**src/hw/rsfp_defs.vh**
```
// Purpose: constants for the rheostat serial frame port
// Assumes: included by bare name from the design files
// Notes: definitions only
`ifndef RSFP_DEFS_VH
`define RSFP_DEFS_VH
`define RSFP_FRAME_BITS   16
`define RSFP_CNT_W        4
`define RSFP_CNT_LAST     4'hF
`define RSFP_CNT_ZERO     4'h0
`define RSFP_CNT_ONE      4'h1
`define RSFP_READ_FIRST   4'h6
`define RSFP_CMD_HI       13
`define RSFP_CMD_LO       10
`define RSFP_DATA_HI      9
`define RSFP_CMD_NOP      4'h0
`define RSFP_CMD_WRITE    4'h1
`define RSFP_CMD_READ     4'h2
`define RSFP_WIPER_RESET  10'h200
`define RSFP_WORD_ZERO    16'h0000
`endif

```
**src/hw/rsfp_port.v**
```verilog
// Purpose: serial input and readback port of a single-channel rheostat
// Assumes: MCLK 125 MHz; SCLK high and low each last at least three MCLK periods
// Notes: SCLK edges are found by oversampling; serial output is open drain
`include "rsfp_defs.vh"

// What this block does
// - sample data input on SCLK falling edges
// - strobe falling edge enables bit acceptance
// - sixteen-bit shift register fed only by input
// - strobe rise after full frame applies word
// - short frame aborted, registers unchanged
// - serial output shifts out register bits
// - serial output only pulls low or releases
// - word: two zero, four command, ten data
// - frames counted in multiples of sixteen bits
// - wiper read returns value next frame end
module rsfp_port #(
  parameter WIPER_W = 10
) (
  input  wire               MCLK,
  input  wire               NRST,
  input  wire               SCLK,
  input  wire               SYNC_N,
  input  wire               DIN,
  output reg                SERIAL_OUT_OPEN_DRAIN,
  output reg                SERIAL_OUT_OPEN_DRAIN_OE,
  output reg  [WIPER_W-1:0] WIPER_REGISTER,
  output reg                WIPER_UPDATE,
  output reg                FRAME_ABORT
);
  localparam ST_IDLE = 3'b001;
  localparam ST_SHFT = 3'b010;
  localparam ST_DONE = 3'b100;

  reg [2:0]               sclk_s_q;
  reg [2:0]               sync_s_q;
  reg [2:0]               din_s_q;
  reg [2:0]               st_q;
  reg [`RSFP_CNT_W-1:0]   cnt_q;
  reg                     full_q;
  reg [`RSFP_FRAME_BITS-1:0] sh_q;
  reg [WIPER_W-1:0]       rd_q;
  reg                     rd_pend_q;
  reg                     rd_act_q;
  reg                     push_q;
  reg [`RSFP_FRAME_BITS-1:0] push_word_q;
  wire                    sclk_fall;
  wire                    sclk_rise;
  wire                    sync_fall;
  wire                    sync_rise;
  wire                    sync_low;
  wire                    din_v;
  wire                    buf_ready;
  wire                    word_valid;
  wire [`RSFP_FRAME_BITS-1:0] word;
  wire [3:0]              cmd;
  reg                     out_bit;

  // two flops on every pin, third flop used only for edge detect
  always @(posedge MCLK)
  begin
    if (!NRST)
    begin
      sclk_s_q <= 3'h0;
      sync_s_q <= 3'h7;
      din_s_q  <= 3'h0;
    end
    else
    begin
      sclk_s_q <= {sclk_s_q[1:0], SCLK};
      sync_s_q <= {sync_s_q[1:0], SYNC_N};
      din_s_q  <= {din_s_q[1:0], DIN};
    end
  end

  assign sclk_fall = sclk_s_q[2] & ~sclk_s_q[1];
  assign sclk_rise = ~sclk_s_q[2] & sclk_s_q[1];
  assign sync_fall = sync_s_q[2] & ~sync_s_q[1];
  assign sync_rise = ~sync_s_q[2] & sync_s_q[1];
  assign sync_low  = ~sync_s_q[1];
  assign din_v     = din_s_q[1];

  // frame state: idle until strobe falls, shift until it rises
  always @(posedge MCLK)
  begin
    if (!NRST)
    begin
      st_q        <= ST_IDLE;
      cnt_q       <= `RSFP_CNT_ZERO;
      full_q      <= 1'b0;
      sh_q        <= `RSFP_WORD_ZERO;
      push_q      <= 1'b0;
      push_word_q <= `RSFP_WORD_ZERO;
      FRAME_ABORT <= 1'b0;
    end
    else
    begin
      push_q      <= push_q & ~buf_ready; // hold the word until the buffer takes it
      FRAME_ABORT <= 1'b0;
      case (st_q)
        ST_IDLE:
        begin
          cnt_q  <= `RSFP_CNT_ZERO;
          full_q <= 1'b0;
          if (sync_fall)
            st_q <= ST_SHFT;
        end
        ST_SHFT:
        begin
          if (sync_rise)
          begin
            st_q <= ST_DONE;
          end
          else if (sclk_fall && sync_low)
          begin
            sh_q  <= {sh_q[`RSFP_FRAME_BITS-2:0], din_v};
            cnt_q <= cnt_q + `RSFP_CNT_ONE;
            full_q <= (cnt_q == `RSFP_CNT_LAST);
          end
        end
        ST_DONE:
        begin
          st_q <= ST_IDLE;
          if (full_q && cnt_q == `RSFP_CNT_ZERO)
          begin
            push_q      <= 1'b1;
            push_word_q <= sh_q;
          end
          else
            FRAME_ABORT <= 1'b1;
        end
        default:
          st_q <= ST_IDLE;
      endcase
    end
  end

  rsfp_buf2 #(
    .WIDTH (`RSFP_FRAME_BITS)
  ) u_buf (
    .clk       (MCLK),
    .rst_n     (NRST),
    .in_valid  (push_q),
    .in_ready  (buf_ready),
    .in_data   (push_word_q),
    .out_valid (word_valid),
    .out_ready (1'b1),
    .out_data  (word)
  );

  assign cmd = word[`RSFP_CMD_HI:`RSFP_CMD_LO];

  // decode applied words
  always @(posedge MCLK)
  begin
    if (!NRST)
    begin
      WIPER_REGISTER <= `RSFP_WIPER_RESET;
      WIPER_UPDATE   <= 1'b0;
      rd_pend_q      <= 1'b0;
    end
    else
    begin
      WIPER_UPDATE <= 1'b0;
      if (word_valid)
      begin
        rd_pend_q <= (cmd == `RSFP_CMD_READ);
        if (cmd == `RSFP_CMD_WRITE)
        begin
          WIPER_REGISTER <= word[`RSFP_DATA_HI:0];
          WIPER_UPDATE   <= 1'b1;
        end
      end
    end
  end

  // readback: the frame after a read sends wiper value in its last ten bits
  always @(posedge MCLK)
  begin
    if (!NRST)
    begin
      rd_act_q <= 1'b0;
      rd_q     <= {WIPER_W{1'b0}};
    end
    else if (st_q == ST_IDLE && sync_fall)
    begin
      rd_act_q <= rd_pend_q;
      rd_q     <= WIPER_REGISTER;
    end
    else if (rd_act_q && st_q == ST_SHFT && sclk_rise &&
             cnt_q > `RSFP_READ_FIRST)
      rd_q <= {rd_q[WIPER_W-2:0], 1'b0};
  end

  always @*
  begin
    if (rd_act_q && cnt_q >= `RSFP_READ_FIRST)
      out_bit = rd_q[WIPER_W-1];
    else
      out_bit = sh_q[`RSFP_FRAME_BITS-1];
  end

  // open drain: drive low only, release while strobe high
  always @(posedge MCLK)
  begin
    if (!NRST)
    begin
      SERIAL_OUT_OPEN_DRAIN    <= 1'b0;
      SERIAL_OUT_OPEN_DRAIN_OE <= 1'b0;
    end
    else
    begin
      SERIAL_OUT_OPEN_DRAIN    <= 1'b0;
      SERIAL_OUT_OPEN_DRAIN_OE <= (st_q == ST_SHFT) && sync_low && !out_bit;
    end
  end
endmodule

```
**src/hw/rsfp_buf2.v**
```verilog
// Purpose: two-entry valid/ready buffer for received frames
// Assumes: single clock, synchronous active-low reset
// Notes: in_ready stays high while a slot is free
`include "rsfp_defs.vh"
module rsfp_buf2 #(
  parameter WIDTH = 16
) (
  input  wire             clk,
  input  wire             rst_n,
  input  wire             in_valid,
  output wire             in_ready,
  input  wire [WIDTH-1:0] in_data,
  output wire             out_valid,
  input  wire             out_ready,
  output wire [WIDTH-1:0] out_data
);
  reg [WIDTH-1:0] mem_q [0:1];
  reg             wp_q;
  reg             rp_q;
  reg [1:0]       cnt_q;
  wire            push;
  wire            pop;

  assign in_ready  = (cnt_q != 2'h2);
  assign out_valid = (cnt_q != 2'h0);
  assign out_data  = mem_q[rp_q];
  assign push      = in_valid & in_ready;
  assign pop       = out_valid & out_ready;

  always @(posedge clk)
  begin
    if (!rst_n)
    begin
      wp_q  <= 1'b0;
      rp_q  <= 1'b0;
      cnt_q <= 2'h0;
    end
    else
    begin
      if (push)
      begin
        mem_q[wp_q] <= in_data;
        wp_q        <= ~wp_q;
      end
      if (pop)
        rp_q <= ~rp_q;
      if (push & ~pop)
        cnt_q <= cnt_q + 2'h1;
      else if (pop & ~push)
        cnt_q <= cnt_q - 2'h1;
    end
  end
endmodule

```
**config.mk**
```make
export PLATFORM = sky130hd
export DESIGN_NAME = rsfp_port
export DESIGN_NICKNAME = d
export VERILOG_FILES = /design/src/hw/rsfp_port.v /design/src/hw/rsfp_buf2.v
export VERILOG_INCLUDE_DIRS = /design/src /design/src/hw
export SDC_FILE = /design/constraint.sdc
export NUM_CORES = 1
export LEC_CHECK = 0
export ABC_AREA = 0
export BUFFER_PORTS_ARGS = -buffer_cell sky130_fd_sc_hd__buf_2
export CAP_MARGIN = 20
export CORE_ASPECT_RATIO = 1.1
export CORE_MARGIN = 2
export CORE_UTILIZATION = 54
export DETAILED_ROUTE_END_ITERATION = 16
export GPL_TIMING_DRIVEN = 0
export PLACE_DENSITY = 0.78
export SLEW_MARGIN = 10
export SYNTH_ARGS = -nofsm -noshare
export SYNTH_HDL_FRONTEND = slang
export SYNTH_SLANG_ARGS = --single-unit
```
**constraint.sdc**
```tcl
create_clock -name MCLK -period 1.7 [get_ports MCLK]
set_input_delay 0.255 -clock MCLK [delete_from_list [all_inputs] [get_ports MCLK]]
set_output_delay 0.255 -clock MCLK [all_outputs]
set_load 0.005 [all_outputs]
```
# [After elaboration in Yosys (flattened, before gate mapping)]
# Memories as Yosys holds them, arrays and structs flattened. A register that Yosys moved wholly into a read port is not among the register bits.
# Index checks and enable logic that the tools add are counted.
[op_classes] magnitude_cmp=2 reduce_logical=22 bitwise_logic=18 n_addsub=3 n_mux=23 n_eq_ne=11
[ops] cell="$mux W10" count=2
[ops] cell="$mux W1" count=12
[ops] cell="$ne A2 B2 Y1 const B" count=5
[ops] cell="$not A1 Y1" count=10
[ops] cell="$reduce_and A2 Y1" count=5
[ops] cell="$logic_and A1 B1 Y1" count=9
[ops] cell="$and A1 B1 Y1" count=8
[ops] cell="$mux W4" count=2
[ops] cell="$pmux W4 S2" count=1
[ops] cell="$reduce_bool A2 Y1" count=4
[ops] cell="$mux W3" count=2
[ops] cell="$pmux W3 S2" count=1
[ops] cell="$reduce_and A3 Y1" count=2
[ops] cell="$add A4 B1 Y4 const B" count=1
[ops] cell="$eq A4 B1 Y1 const B" count=1
[ops] cell="$eq A4 B2 Y1 const B" count=1
[ops] cell="$eq A4 B4 Y1 const B" count=1
[ops] cell="$ge A4 B3 Y1 const B" count=1
[ops] cell="$gt A4 B3 Y1 const B" count=1
[ops] cell="$logic_not A4 Y1" count=1
[ops] cell="$mux W2" count=2
[ops] cell="$eq A3 B1 Y1 const B" count=1
[ops] cell="$eq A3 B2 Y1 const B" count=1
[ops] cell="$eq A3 B3 Y1 const B" count=1
[ops] cell="other kinds (4)" count=4
[word_totals] out_inout_bits=14 n_memories=1 mem_bits_rw=32 elab_cells=99 input_bits=5 regBits=78
[mem_list] memory="u_buf.mem_q" words=2 word_bits=16 rd=1 rd_clocked_by_memory_dff=1 write_ports=1 line="rsfp_buf2.v:17" rtl="reg [WIDTH-1:0] mem_q [0:1];"

# [Logic depth before layout (Yosys ltp)]
[logic_depth] depth_word=6 ltp_mapped=7 ltp_nobuf=6

# [Modules after synthesis]
# A second synthesis with hierarchy kept.
[unflattened] hier_cells=369 hier_area_um2=4217.8
[modules_own_cells] mod="rsfp_port" instances=1 seq_area_each_um2=1481.4 cells_per_inst=292 area_per_inst_um2=2825.2
[modules_own_cells] mod="rsfp_buf2" instances=1 seq_area_each_um2=1061.0 cells_per_inst=77 area_per_inst_um2=1392.6

# [Worst setup path before layout]
# Ideal clock, no wire load.
[synth_timing] kind="reg2reg" from="register u_buf.cnt_q[0]" to="memory u_buf.mem_q[0][0], enable pin" t_arrival_ns=1.484 t_required_ns=1.316 period_less_slack_ns=1.868 setup_slack_ns=-0.168 stages_incl_launch_ff=5 path_buffers=0 cell_sequence="dfxtp_1 -> inv_1 -> a21boi_0 -> nand2_1 -> nor2_1"
[synth_via] elab_chain_len=5
[synth_lines] item="start, declared" line="rsfp_buf2.v:20" rtl="reg [1:0] cnt_q;"
[synth_lines] item="start signal, assigned" line="rsfp_buf2.v:48" rtl="cnt_q <= cnt_q + 2'h1;"
[synth_lines] item="start signal, assigned" line="rsfp_buf2.v:50" rtl="cnt_q <= cnt_q - 2'h1;"
[synth_lines] item="$ne A2 B2 Y1" line="rsfp_buf2.v:24" rtl="assign in_ready = (cnt_q != 2'h2);"
[synth_lines] item="$and A1 B1 Y1" line="rsfp_buf2.v:27" rtl="assign push = in_valid & in_ready;"
[synth_lines] item="via u_buf.push" line="rsfp_buf2.v:21" rtl="wire push;"
[synth_lines] item="$mux W1" line="rsfp_buf2.v:40" rtl="if (push)"
[synth_lines] item="$mux W1" line="rsfp_buf2.v:32" rtl="if (!rst_n)"
[synth_lines] item="$mux W1 (not written as such)" line="rsfp_buf2.v:42" rtl="mem_q[wp_q] <= in_data;"
[synth_lines] item="end, declared" line="rsfp_buf2.v:17"
# The timed path passes the listed nets, and every way through them passes these cells.

==> results.txt <==
----------------------------------------------------
[Finish]
  Post-layout instance area ... 4600 µm²
  Most common cell after layout, fill and taps aside ... sky130_fd_sc_hd__dfxtp_1
  Relative area change from synthesis to final layout ... 13.3%
  Multi-input combinational cell area ... 1610 µm²
  Ratio of cells with drive above 1 in the final layout ... 19.1%
  Nets ... 396
  Sequential Area ... 2390 µm²
  Inserted Diodes ... 0
  Final cell utilization of the core ... 62.2%
  Post-route insts no fill ... 479
  Fill cell instance count of the final layout ... 586
  Most frequent cells in the layout ... sky130_fd_sc_hd__dfxtp_1, sky130_fd_sc_hd__nand2_1, sky130_fd_sc_hd__mux2i_1

[CTS]
  Maximum count of clock buffers along a single path ... 2
  TritonCTS buffer count ... 9
  Sink Count ... 105
  Clock tree from TritonCTS ... done
  Count of H-tree levels built during CTS ... 3
  Clock Latency Late Sink ... 360 ps
  Root Driver ... sky130_fd_sc_hd__clkbuf_8
  Clock-pin slew on the worst setup and hold paths ... 100 ps

[STA]
  Final number of max-transition violations ... 0
  Fraction of the cycle the final worst path needs ... 101%
  Final setup viols ... 1
  Tmin final ... 1720 ps
  Final hold viol count ... 0
  Clock Skews ... 11.3 ps
  TNS Setup ... -19.0 ps
  Worst-Margin Slew ... 731 ps
  Tightest hold margin ... 68.6 ps
  RSZ-0062 raised after global routing ... yes
  Post-route worst setup slack ... -19.0 ps
  Fmax ... 582 MHz
  Normalized max-slew margin ... 51.0%

[Synthesis]
  Dominant combinational cell family by area after synthesis ... simple AND/OR/NAND/NOR gates
  Sequential area share after synthesis ... 58.7%
  Xor-xnor portion of the synthesized cell area ... 0.863%
  Most used flip-flop cell after synthesis ... sky130_fd_sc_hd__dfxtp_1
  Mean post-synth cell area ... 11.3 µm²
  Area share of and/or/nand/nor cells after synthesis ... 15.1%
  Post-Syn Nets ... 367
  Warnings from Yosys ... 0
  Compound-cell area share of the yosys netlist ... 11.6%
  Number of different library cells in the post-synthesis netlist ... 45
  Post-synthesis instance total ... 358
  Number of enable flip-flop cells after synthesis ... 28
  Post-synthesis adder-cell area fraction ... 1.23%
  Fraction of synthesized area in multiplexers ... 8.91%
  Share of flip-flops with an asynchronous set or reset after synthesis ... 0%
  Post-synthesis register bit count ... 105
  Netlist area before placement ... 4060 µm²

[Floorplanning]
  Starting density of the core ... 54.9%
  Die area ... 8220 µm²
  Boundary pin count ... 19
  Die height ... 94.9 µm
  Standard cell core area ... 7390 µm²
  Die boundary width ... 86.7 µm
  Core Rows ... 33

[Worst setup path]
  Cell depth of the worst flop-to-flop path ... 5
  Startpoint of the worst register-to-register path ... u_buf.mem_q[0][11]
  Critical Path Source ... u_buf.mem_q[0][11]
  Launching element type of the critical path ... flip-flop
  R2R Path End ... WIPER_REGISTER[1]
  Critical path capture point ... WIPER_REGISTER[1]
  Endpoint arrival time on the critical path ... 1980 ps
  Critical path class ... flip-flop to flip-flop
  Required time at the endpoint of the critical path ... 1960 ps
  CP Max Fanout ... 5
  Sort of element at the end of the critical path ... flip-flop
  R2r setup slk ... -20 ps

[Placement]
  DP Cell Count ... 461
  Total placed instance area ... 4250 µm²
  Port bufs ... 16
  Setup slack at placement ... -409 ps
  GPL Wtd Cong ... 0.799
  Half-perimeter wire length after placement ... 5270 µm

[Global route]
  Via count of the first global-routing pass ... 2429
  First-pass GRT wire length ... 11600 µm
  Total global routing overflow ... 0
  Largest net degree at the start of global routing ... 19
  Overall global routing resource usage ... 18.5%
  Number of antenna violations at the first check in global routing ... 0

[Power and ir drop]
  Total Power Consumption ... 4.83 mW
  Leakage power figure ... 1.84 nW
  Power density normalized to cell area ... 1050 nW/µm²
  Worst VDD drop ... 0.425 mV

[Route]
  Post-route DRC ... 0
  Routed Wire Length ... 7380 µm
  Number of violations reported at the end of detailed-routing iteration 0 ... 63
  Post-detailed-route via-to-cell ratio ... 5.41
  Post-route antenna net violation count ... 0
  Detailed-router iteration count before antenna repair ... 5
  Total via count after detailed routing ... 2591
  WL/cell ... 15.4 µm

[Flow run]
  # Max-Cap Violations ... 0

[Status]
  Outcome ... finished with violations
  Violations in the final reports ... setup timing

[Worst hold path]
  Hold Path Class ... input pin to flip-flop

----------------------------------------------------
-- timing repair --
action	in CTS	in global routing
hold buffers	0	0
endpoints found under the hold margin	0	0
setup buffers	0	1
setup endpoints to repair	59	54
cloned	0	2
resized for setup	12	28
pin swaps	0	2
-- cells in the mapped netlist (all sizes together) (2+ instances only) --
master | number | share of area (%)
nand3b | 2 | 0.37
xnor2 | 2 | 0.43
edfxtp | 28 | 21
nand2 | 51 | 4.7
a21boi | 22 | 4.1
o211a | 9 | 2.2
clkbuf | 11 | 1.0
nor2b | 19 | 2.9
a21oi | 11 | 1.4
nand2b | 4 | 0.62
nand4b | 2 | 0.43
o21ai | 13 | 1.6
or3b | 2 | 0.49
or3 | 2 | 0.43
ha | 4 | 1.2
nand3 | 4 | 0.49
a31oi | 2 | 0.31
mux2i | 35 | 8.6
o21a | 2 | 0.37
buf | 11 | 2.0
inv | 5 | 0.46
nor2 | 8 | 0.74
xor2 | 2 | 0.43
and3 | 3 | 0.46
nor3b | 4 | 0.86
and2 | 11 | 1.7
dfxtp | 77 | 38
-- routing by layer --
metal  wire length (µm)  vias to the layer above  share of wire (%)  GRT usage, %
met5                  0                        -                  0             0
met4                323                        0                4.4          10.3
met3                206                       23                2.8          2.88
met2               3570                       48                 48          31.0
met1               3290                     1218                 45          22.8
li1                   -                     1302                  -             -
-- critical path, cell delays in order (launching register included) --
cell	delay [ps]
sky130_fd_sc_hd__edfxtp_1	420
sky130_fd_sc_hd__or3b_4	400
sky130_fd_sc_hd__a221oi_4	400
sky130_fd_sc_hd__buf_6	190
sky130_fd_sc_hd__nand2_2	60
sky130_fd_sc_hd__o211a_1	130
-- worst min path at each step --
stage | to | slack [ps] | startpoint | depth (start not counted)
after floorplan | sync_s_q[0] | 360 | SYNC_N | 1
after global placement | sync_s_q[1] | 390 | sync_s_q[0] | 1
after detailed placement | sync_s_q[1] | 410 | sync_s_q[0] | 1
after CTS | sync_s_q[0] | 60 | SYNC_N | 2
after global routing | sync_s_q[0] | 70 | SYNC_N | 2
final | sync_s_q[0] | 70 | SYNC_N | 2
-- final cells by class --
class / instances / area share, %
sequential: 105 / 52.1
multi-input combinational: 226 / 35.0
buffer: 21 / 2.78
timing repair buffer: 19 / 2.31
tap: 87 / 2.37
clock inverter: 6 / 2.04
inverter: 5 / 0.408
clock buffer: 10 / 2.99
-- sequential cells by signal, indices dropped and copies added (netlist names), 3 cells and up, named ones only --
signal	cells
WIPER_REGISTER	10
cnt_q	4
push_word_q	14
rd_q	10
sclk_s_q	3
sh_q	16
st_q	3
sync_s_q	3
u_buf.mem_q	28
-- where the power goes --
part | leakage, nW | internal, mW | total, mW | switching [mW]
Combinational | 0.836 | 0.195 | 0.411 | 0.216
Clock | 0.114 | 0.885 | 1.73 | 0.841
Sequential | 0.886 | 2.63 | 2.69 | 0.0685
-- cell families (layout without fill, tap and decap cells) --
| group | Yosys count | after routing |
|---|---|---|
| AND/OR/NAND/NOR | 116 | 116 |
| flip-flops | 105 | 105 |
| AO/OA/AOI/OAI | 65 | 65 |
| multiplexers | 36 | 36 |
| buffers and inverters | 27 | 61 |
| adder cells (fa/ha/maj) | 4 | 4 |
| XOR/XNOR | 4 | 4 |
| other | 1 | 1 |
No activity file was read; power rests on OpenSTA's default activity.
